[src/inc/idm_consts.vh]
// Constants for the ideal-diode control block
// Assumes inclusion by bare name from hdl files
`ifndef IDM_CONSTS_VH
`define IDM_CONSTS_VH
// State codes shared by both machines
`define IDM_ST_OFF_WAIT 3'h1
`define IDM_ST_WATCH_NEG 3'h2
`define IDM_ST_ASSIST_ON 3'h3
`define IDM_ST_LOCKED 3'h4
`define IDM_ST_CMD_ON 3'h5
// Falling-edge blanking time in ns, and cycle period in ns
`define IDM_BLANK_NS 200
`define IDM_CLK_NS 4
// Blanking cycles, rounded down, at least one
`define IDM_BLANK_CYC ((`IDM_BLANK_NS / `IDM_CLK_NS) < 1 ? 1 : (`IDM_BLANK_NS / `IDM_CLK_NS))
`define IDM_BLANK_W 8
`endif

[src/hdl/idm_sync2.v]
// Two-flop synchroniser for one asynchronous level
// Assumes destination clock clk_sys and synced reset
`timescale 1ns/1ps
module idm_sync2 (
    input wire clk_sys,
    input wire rst_n,
    input wire d_async,
    output wire q_sync
);
    reg meta_r;
    reg q_r;
    // First stage feeds only the second
    always @(posedge clk_sys or negedge rst_n) begin
        if (!rst_n) begin
            meta_r <= 1'b0;
            q_r <= 1'b0;
        end else begin
            meta_r <= d_async;
            q_r <= meta_r;
        end
    end
    assign q_sync = q_r;
endmodule

[src/hdl/idm_blank_timer.v]
// Blanking timer started by a one-cycle pulse
// Assumes start pulse from logic on clk_sys
`timescale 1ns/1ps
`include "idm_consts.vh"
module idm_blank_timer (
    input wire clk_sys,
    input wire rst_n,
    input wire start,
    output wire expired
);
    reg [`IDM_BLANK_W-1:0] cnt_r;
    reg run_r;
    reg done_r;
    // Load value cut to the counter width on purpose
    wire [31:0] load_full = `IDM_BLANK_CYC - 32'h1;
    // Counts blank cycles, restart on each start
    always @(posedge clk_sys or negedge rst_n) begin
        if (!rst_n) begin
            cnt_r <= {`IDM_BLANK_W{1'b0}};
            run_r <= 1'b0;
            done_r <= 1'b0;
        end else if (start) begin
            cnt_r <= load_full[`IDM_BLANK_W-1:0];
            run_r <= 1'b1;
            done_r <= 1'b0;
        end else if (run_r) begin
            if (cnt_r == {`IDM_BLANK_W{1'b0}}) begin
                run_r <= 1'b0;
                done_r <= 1'b1;
            end else begin
                cnt_r <= cnt_r - 1'b1;
            end
        end else begin
            done_r <= 1'b0;
        end
    end
    assign expired = done_r;
endmodule

[src/hdl/idm_ctrl.v]
// Ideal-diode control: operational assist and overheat diode machines
// Assumes async pins and comparator flags; one 250 MHz clock
// Assumes the flags are already filtered against switching noise
// All outputs come from flops on clk_sys
//
// Notes on behaviour
// Command fall: off, wait positive drain
// State 2: off, negative drain goes 3
// Assist starts in state 2 after reset/overheat
// State 3: on, forward current goes 4
// State 4 locked off until command high
// Command high forces state 5, on
// One assist turn-on per command cycle
// Overheat: command fall forces 1, timer
// Overheat: blank expiry moves 1 to 2
// Overheat state 2 off, negative drain 3
// Overheat machine starts in state 2
// Overheat state 3 on, forward current 2
// No command: overheat cycles 2 and 3
// Overheat machine has no shoot-through lockout
// Controller toggles overheated device first
// Alarm while either sensor hot
// Synced flags; overheat selects machine
// Blanking is a counted cycle interval
`timescale 1ns/1ps
`include "idm_consts.vh"
module idm_ctrl (
    input wire clk_sys,
    input wire rst_n,
    input wire cmd_in,
    input wire drain_pos,
    input wire drain_neg,
    input wire cur_fwd,
    input wire fet_hot,
    input wire drv_hot,
    output wire fet_on,
    output wire alarm_n,
    output wire overheat_shutdown,
    output wire [2:0] assist_state,
    output wire [2:0] diode_state
);
    // Reset release chain
    reg rst_m_r;
    reg rst_s_r;
    wire rst_sn;

    // Synchronised pin levels
    wire cmd_s;
    wire pos_s;
    wire neg_s;
    wire fwd_s;
    wire fhot_s;
    wire dhot_s;

    // Edge history and one-cycle strobes
    reg cmd_d_r;
    reg ot_d_r;
    wire cmd_fall;
    wire ot_now;
    wire ot_exit;
    wire ot_enter;
    wire blank_done;

    // Machine state and registered outputs
    reg [2:0] op_r;
    reg [2:0] op_nxt;
    reg [2:0] ot_r;
    reg [2:0] ot_nxt;
    reg fet_nxt;
    reg fet_r;
    reg alarm_r;
    reg ot_out_r;

    // State codes, shared by both machines
    localparam [2:0] ST_OFF_WAIT = `IDM_ST_OFF_WAIT;
    localparam [2:0] ST_WATCH_NEG = `IDM_ST_WATCH_NEG;
    localparam [2:0] ST_ASSIST_ON = `IDM_ST_ASSIST_ON;
    localparam [2:0] ST_LOCKED = `IDM_ST_LOCKED;
    localparam [2:0] ST_CMD_ON = `IDM_ST_CMD_ON;

    // Reset release through two flops
    // Logic below leaves reset two edges after rst_n rises
    always @(posedge clk_sys or negedge rst_n) begin
        if (!rst_n) begin
            rst_m_r <= 1'b0;
            rst_s_r <= 1'b0;
        end else begin
            rst_m_r <= 1'b1;
            rst_s_r <= rst_m_r;
        end
    end
    assign rst_sn = rst_s_r;

    // Synchronise all asynchronous inputs
    // Every pin and comparator flag passes two flops first
    // Switching command from the controller
    idm_sync2 u_s_cmd (
        .clk_sys(clk_sys),
        .rst_n(rst_sn),
        .d_async(cmd_in),
        .q_sync(cmd_s)
    );

    // Drain voltage positive
    idm_sync2 u_s_pos (
        .clk_sys(clk_sys),
        .rst_n(rst_sn),
        .d_async(drain_pos),
        .q_sync(pos_s)
    );

    // Drain voltage negative
    idm_sync2 u_s_neg (
        .clk_sys(clk_sys),
        .rst_n(rst_sn),
        .d_async(drain_neg),
        .q_sync(neg_s)
    );

    // First-quadrant drain current
    idm_sync2 u_s_fwd (
        .clk_sys(clk_sys),
        .rst_n(rst_sn),
        .d_async(cur_fwd),
        .q_sync(fwd_s)
    );

    // Transistor overheat sensor
    idm_sync2 u_s_fh (
        .clk_sys(clk_sys),
        .rst_n(rst_sn),
        .d_async(fet_hot),
        .q_sync(fhot_s)
    );

    // Driver overheat sensor
    idm_sync2 u_s_dh (
        .clk_sys(clk_sys),
        .rst_n(rst_sn),
        .d_async(drv_hot),
        .q_sync(dhot_s)
    );

    // Either sensor hot keeps overheat mode
    // Normal operation only once both are cool
    assign ot_now = fhot_s | dhot_s;

    // Edge detection on synced copies
    // History resets to idle levels, so no false edge
    always @(posedge clk_sys or negedge rst_sn) begin
        if (!rst_sn) begin
            cmd_d_r <= 1'b0;
            ot_d_r <= 1'b0;
        end else begin
            cmd_d_r <= cmd_s;
            ot_d_r <= ot_now;
        end
    end
    // Command fall restarts blanking and the overheat diode cycle
    assign cmd_fall = cmd_d_r & ~cmd_s;
    // Overheat leave and entry, one cycle each
    assign ot_exit = ot_d_r & ~ot_now;
    assign ot_enter = ~ot_d_r & ot_now;

    // Blanking timer started on every command fall
    // It runs in both modes; only the overheat machine reads it
    idm_blank_timer u_blank (
        .clk_sys(clk_sys),
        .rst_n(rst_sn),
        .start(cmd_fall),
        .expired(blank_done)
    );

    // Operational assist next state
    always @* begin
        op_nxt = op_r;
        if (ot_now || ot_exit) begin
            // Held at watch while hot, resumes there on exit
            op_nxt = ST_WATCH_NEG;
        end else if (cmd_s) begin
            op_nxt = ST_CMD_ON;
        end else begin
            case (op_r)
                ST_CMD_ON: begin
                    // Command gone: off until drain swings positive
                    op_nxt = ST_OFF_WAIT;
                end
                ST_OFF_WAIT: begin
                    // Negative drain ignored until it has been positive
                    if (pos_s) begin
                        op_nxt = ST_WATCH_NEG;
                    end
                end
                ST_WATCH_NEG: begin
                    // Negative drain after positive marks the soft edge
                    if (neg_s) begin
                        op_nxt = ST_ASSIST_ON;
                    end
                end
                ST_ASSIST_ON: begin
                    // Forward current means shoot-through: lock off
                    if (fwd_s) begin
                        op_nxt = ST_LOCKED;
                    end
                end
                ST_LOCKED: begin
                    // Only a command high or overheat leaves the lockout
                    op_nxt = ST_LOCKED;
                end
                default: begin
                    // Illegal code recovers to watch, gate off
                    op_nxt = ST_WATCH_NEG;
                end
            endcase
        end
    end

    // Overheat diode next state
    always @* begin
        ot_nxt = ot_r;
        if (!ot_now) begin
            // Parked at watch so entry starts there
            ot_nxt = ST_WATCH_NEG;
        end else if (ot_enter) begin
            // First hot cycle is spent in watch, gate off
            ot_nxt = ST_WATCH_NEG;
        end else if (cmd_fall) begin
            ot_nxt = ST_OFF_WAIT;
        end else begin
            case (ot_r)
                ST_OFF_WAIT: begin
                    // Fixed wait, no positive drain needed
                    if (blank_done) begin
                        ot_nxt = ST_WATCH_NEG;
                    end
                end
                ST_WATCH_NEG: begin
                    // No lockout: every negative drain turns on again
                    if (neg_s) begin
                        ot_nxt = ST_ASSIST_ON;
                    end
                end
                ST_ASSIST_ON: begin
                    // Forward current turns the gate off again
                    if (fwd_s) begin
                        ot_nxt = ST_WATCH_NEG;
                    end
                end
                default: begin
                    // Illegal code recovers to watch, gate off
                    ot_nxt = ST_WATCH_NEG;
                end
            endcase
        end
    end

    // Gate decode: overheat status picks the machine
    always @* begin
        if (ot_now) begin
            // Diode machine drives the gate in state 3 only
            fet_nxt = (ot_nxt == ST_ASSIST_ON);
        end else begin
            // Assist machine drives the gate in states 3 and 5
            fet_nxt = (op_nxt == ST_CMD_ON) || (op_nxt == ST_ASSIST_ON);
        end
    end

    // State registers; both machines leave reset at watch
    // The state codes are exported for observation
    always @(posedge clk_sys or negedge rst_sn) begin
        if (!rst_sn) begin
            op_r <= ST_WATCH_NEG;
            ot_r <= ST_WATCH_NEG;
        end else begin
            op_r <= op_nxt;
            ot_r <= ot_nxt;
        end
    end

    // Gate drive from a flop, so no decode glitch reaches the pin
    always @(posedge clk_sys or negedge rst_sn) begin
        if (!rst_sn) begin
            fet_r <= 1'b0;
        end else begin
            fet_r <= fet_nxt;
        end
    end

    // Alarm and overheat status; both follow either sensor
    always @(posedge clk_sys or negedge rst_sn) begin
        if (!rst_sn) begin
            alarm_r <= 1'b0;
            ot_out_r <= 1'b0;
        end else begin
            alarm_r <= ot_now;
            ot_out_r <= ot_now;
        end
    end

    // Outputs straight from flops
    assign fet_on = fet_r;
    assign alarm_n = ~alarm_r;
    assign overheat_shutdown = ot_out_r;
    assign assist_state = op_r;
    assign diode_state = ot_r;
endmodule

[config.mk]
export PLATFORM = sky130hd
export DESIGN_NAME = idm_ctrl
export DESIGN_NICKNAME = d
export VERILOG_FILES = /design/src/hdl/idm_sync2.v /design/src/hdl/idm_blank_timer.v /design/src/hdl/idm_ctrl.v
export VERILOG_INCLUDE_DIRS = /design/src /design/src/inc
export SDC_FILE = /design/constraint.sdc
export NUM_CORES = 1
export LEC_CHECK = 0
export BUFFER_PORTS_ARGS = -buffer_cell sky130_fd_sc_hd__buf_2
export CORE_ASPECT_RATIO = 1.1
export CORE_UTILIZATION = 55
export DETAILED_ROUTE_END_ITERATION = 7
export GPL_TIMING_DRIVEN = 0
export HOLD_SLACK_MARGIN = 0.08
export PLACE_DENSITY = 0.76
export SLEW_MARGIN = 15
export SYNTH_ARGS = -nofsm -noshare
export SYNTH_HDL_FRONTEND = slang
export SYNTH_HIERARCHICAL = 1
export SYNTH_SLANG_ARGS = --single-unit
[constraint.sdc]
create_clock -name clk_sys -period 1.1 [get_ports clk_sys]
set_input_delay 0.275 -clock clk_sys [delete_from_list [all_inputs] [get_ports clk_sys]]
set_output_delay 0.275 -clock clk_sys [all_outputs]
set_load 0.02 [all_outputs]
==> results.ini <==
[placement]
portBuffers = 16
placedCellCount = 155
dp.final_hpwl_um = 1510
post-place-ws_ns = -0.571
gp_congestion = 0.791

[timing]
slew_headroom = 0.562
clock-skew-final_ns = 0.0130
final.min_clock_period_ns = 1.67
timing.final.max_slew_violations = 0
finalSetupViolCount = 21
fmax_mhz = 598
fin_ws_ns = -0.573
rsz0062_at_grt = yes
tightest_slew_ns = 0.657
min_period_over_period = 1.52
hold_viol = 0

[power_and_ir_drop]
p_leak_nw = 0.857
powerDensity_nw_per_um2 = 1820
ir_worst_vdd_v = 0.00167

[cts]
cts-buffers-inserted = 5
cts_htree_levels = 2
cts_tree = done
cts.sinks = 33
path_clk_slew_ns = 0.10
insertion_delay_ns = 0.32
cts_root_buffer = clkbuf_4
ctsLongestPathBuffers = 2

[worst_setup_path]
worstPathRequired_ns = 1.35
rr_worst_depth = 3
startpoint_type = flip-flop
crit_chain = or4_4 > or4_4 > a21oi_2
crit_path_top_delay_cell = or4_4
end_kind = flip-flop
critPathMostFrequentCell = or4_4
critPathArrivalTime_ns = 1.92
reg2reg_to = u_blank/cnt_r[7]
worst-setup-path-type = flip-flop to flip-flop
path_max_fanout = 4
reg2reg_from = u_blank/cnt_r[6]
ff2ff_setup_slack_ns = -0.57
crit_path_max_incr_delay_ns = 0.56

[floorplanning]
num_rows = 18
dieArea_um2 = 2600
ios = 17
die_y_um = 53.4
initial_core_util = 0.586
core-area_um2 = 2250
fp.dieW_um = 48.7

[grt]
antenna_found_initial = 0
grt_max_degree = 32
grt_use_met1 = 0.276
grt-ovfl-total = 0
track_usage = 0.243
grt_pass1_vias = 1038
grt_first_pass_wirelength_um = 4480
top_usage_layer = met2
grt_use_met3 = 0.0603
met2_usage = 0.419

[detailed_routing]
drtIter0Drc = 10
via_per_inst = 5.37
drt-total-wl_um = 2710
drtPass1Iterations = 4
wl_per_cell_um = 14.5
drc = 0
vias = 1005
drtAntennaViolNets = 0

[run_status]
failed_checks = negative setup slack
status = finished with violations

[logic_synthesis]
synth.top_cell.area_share = 0.588
synth_nets = 119
netlist_area_um2 = 1320
ys_types = 36
synth_flop_cell = dfrtp_1
synthArstFlopShare = 1.00
ys_seq_area_frac = 0.628
yosysMostFrequentCell = dfrtp_1
synth_top_area_cell = dfrtp_1
synth_edf_count = 0
syn_area_per_cell_um2 = 12.1
yosys-top-cells-count = 31 x dfrtp_1, 8 x a21oi_1, 8 x nor2b_1
ys_top_cells_by_area = dfrtp_1 59%, dfstp_2 4.0%, nor2b_1 3.8%
synthCells = 109
yosys_warnings = 6
synth-seq-cells = 33

[cells_and_area]
fin_cells = 187
largest_register = u_blank/cnt_r
largest_reg_flops = 8
drive_gt1_frac = 0.510
syn_to_final_growth_pct = 46.9
num_antenna_cells = 0
nNetsFinal = 166

[job]
maxCapViolations = 0

[worst_hold_path]
hold_class = primary input to async pin

==> worst max path at each step <==
stage / slack, ns / from / cells after the start / end
after floorplan: -0.47 / u_blank/cnt_r[4] / 3 / u_blank/cnt_r[7]
after global placement: -0.56 / u_blank/cnt_r[0] / 5 / u_blank/cnt_r[4]
after detailed placement: -0.57 / u_blank/cnt_r[4] / 3 / u_blank/cnt_r[7]
after CTS: -0.58 / u_blank/cnt_r[6] / 3 / u_blank/cnt_r[7]
after global routing: -0.62 / u_blank/cnt_r[6] / 3 / u_blank/cnt_r[7]
final: -0.57 / u_blank/cnt_r[6] / 3 / u_blank/cnt_r[7]
==> cell usage in the layout (no fill, tap or decap), drive strengths merged, types with 2 or more instances in the layout <==
master	synthesis	layout
conb	2	2
nor3b	3	3
a2111oi	2	2
ha	2	2
inv	5	5
clkbuf	1	8
dfrtp	31	31
dlygate4sd3	0	7
or3b	2	2
or2	2	2
or3	2	2
nand2	4	4
dfstp	2	2
or4	3	3
nor2b	8	8
a21oi	8	8
a211oi	2	2
nand2b	2	2
nor2	5	5
a21o	2	2
buf	0	33
o21ai	7	7
==> metrics by stage <==
stage | utilization | hold WS, ns | TNS (ns) | power, mW | instance area (um2)
floorplan | - | -0.0206 | -2.68 | 2.06 | 1360
global placement | 0.654 | 0.0592 | -9.14 | 2.18 | 1470
detailed placement | 0.654 | 0.0613 | -10.57 | 2.22 | 1470
CTS | 0.808 | 0.224 | -4.90 | 3.36 | 1820
global route | 0.860 | 0.260 | -6.15 | 3.71 | 1940
finish | 0.860 | 0.264 | -4.92 | 3.53 | 1940
==> power breakdown <==
| part | switching [mW] | internal [mW] |
|---|---|---|
| Clock | 0.388 | 0.543 |
| Sequential | 0.191 | 1.36 |
| Combinational | 0.460 | 0.580 |
==> critical path: cells and delay by family (launching register included) <==
family / cells / cell delay, ns
DFF: 1 / 0.44
and+or+nand+nor: 2 / 1.05
AOI/OAI and AO/OA: 1 / 0.12
==> layer usage <==
layer	wire length (um)	vias to the layer above
met1	1260	501
li1	-	477
met3	62	8
met2	1310	19
met5	0	-
met4	71	0
==> what timing repair did <==
item / 4_1_cts / 5_1_grt
endpoints found under the setup margin: 51 / 25
gates resized for setup: 31 / 25
cloned: 0 / 0
hold endpoints to repair: 8 / 0
setup buffers: 14 / 4
pin swaps: 4 / 9
hold buffers: 7 / 0
==> kinds of logic after synthesis <==
kind of cell / synth area share
compound gates: 0.128
simple gates: 0.186
buf+inv: 0.0171
flops: 0.628
other cells: 0.00569
fa+ha+maj: 0.0190
mux: 0.0161
==> final cells by class <==
type	count	area, um2
multi-input combinational	70	597
buffer	1	5.00
sequential	33	833
clock inverter	1	30.0
tap	30	37.5
fill	115	315
timing repair buffer	40	360
inverter	5	18.8
clock buffer	7	55.1
No activity file was read; power rests on OpenSTA's default activity.
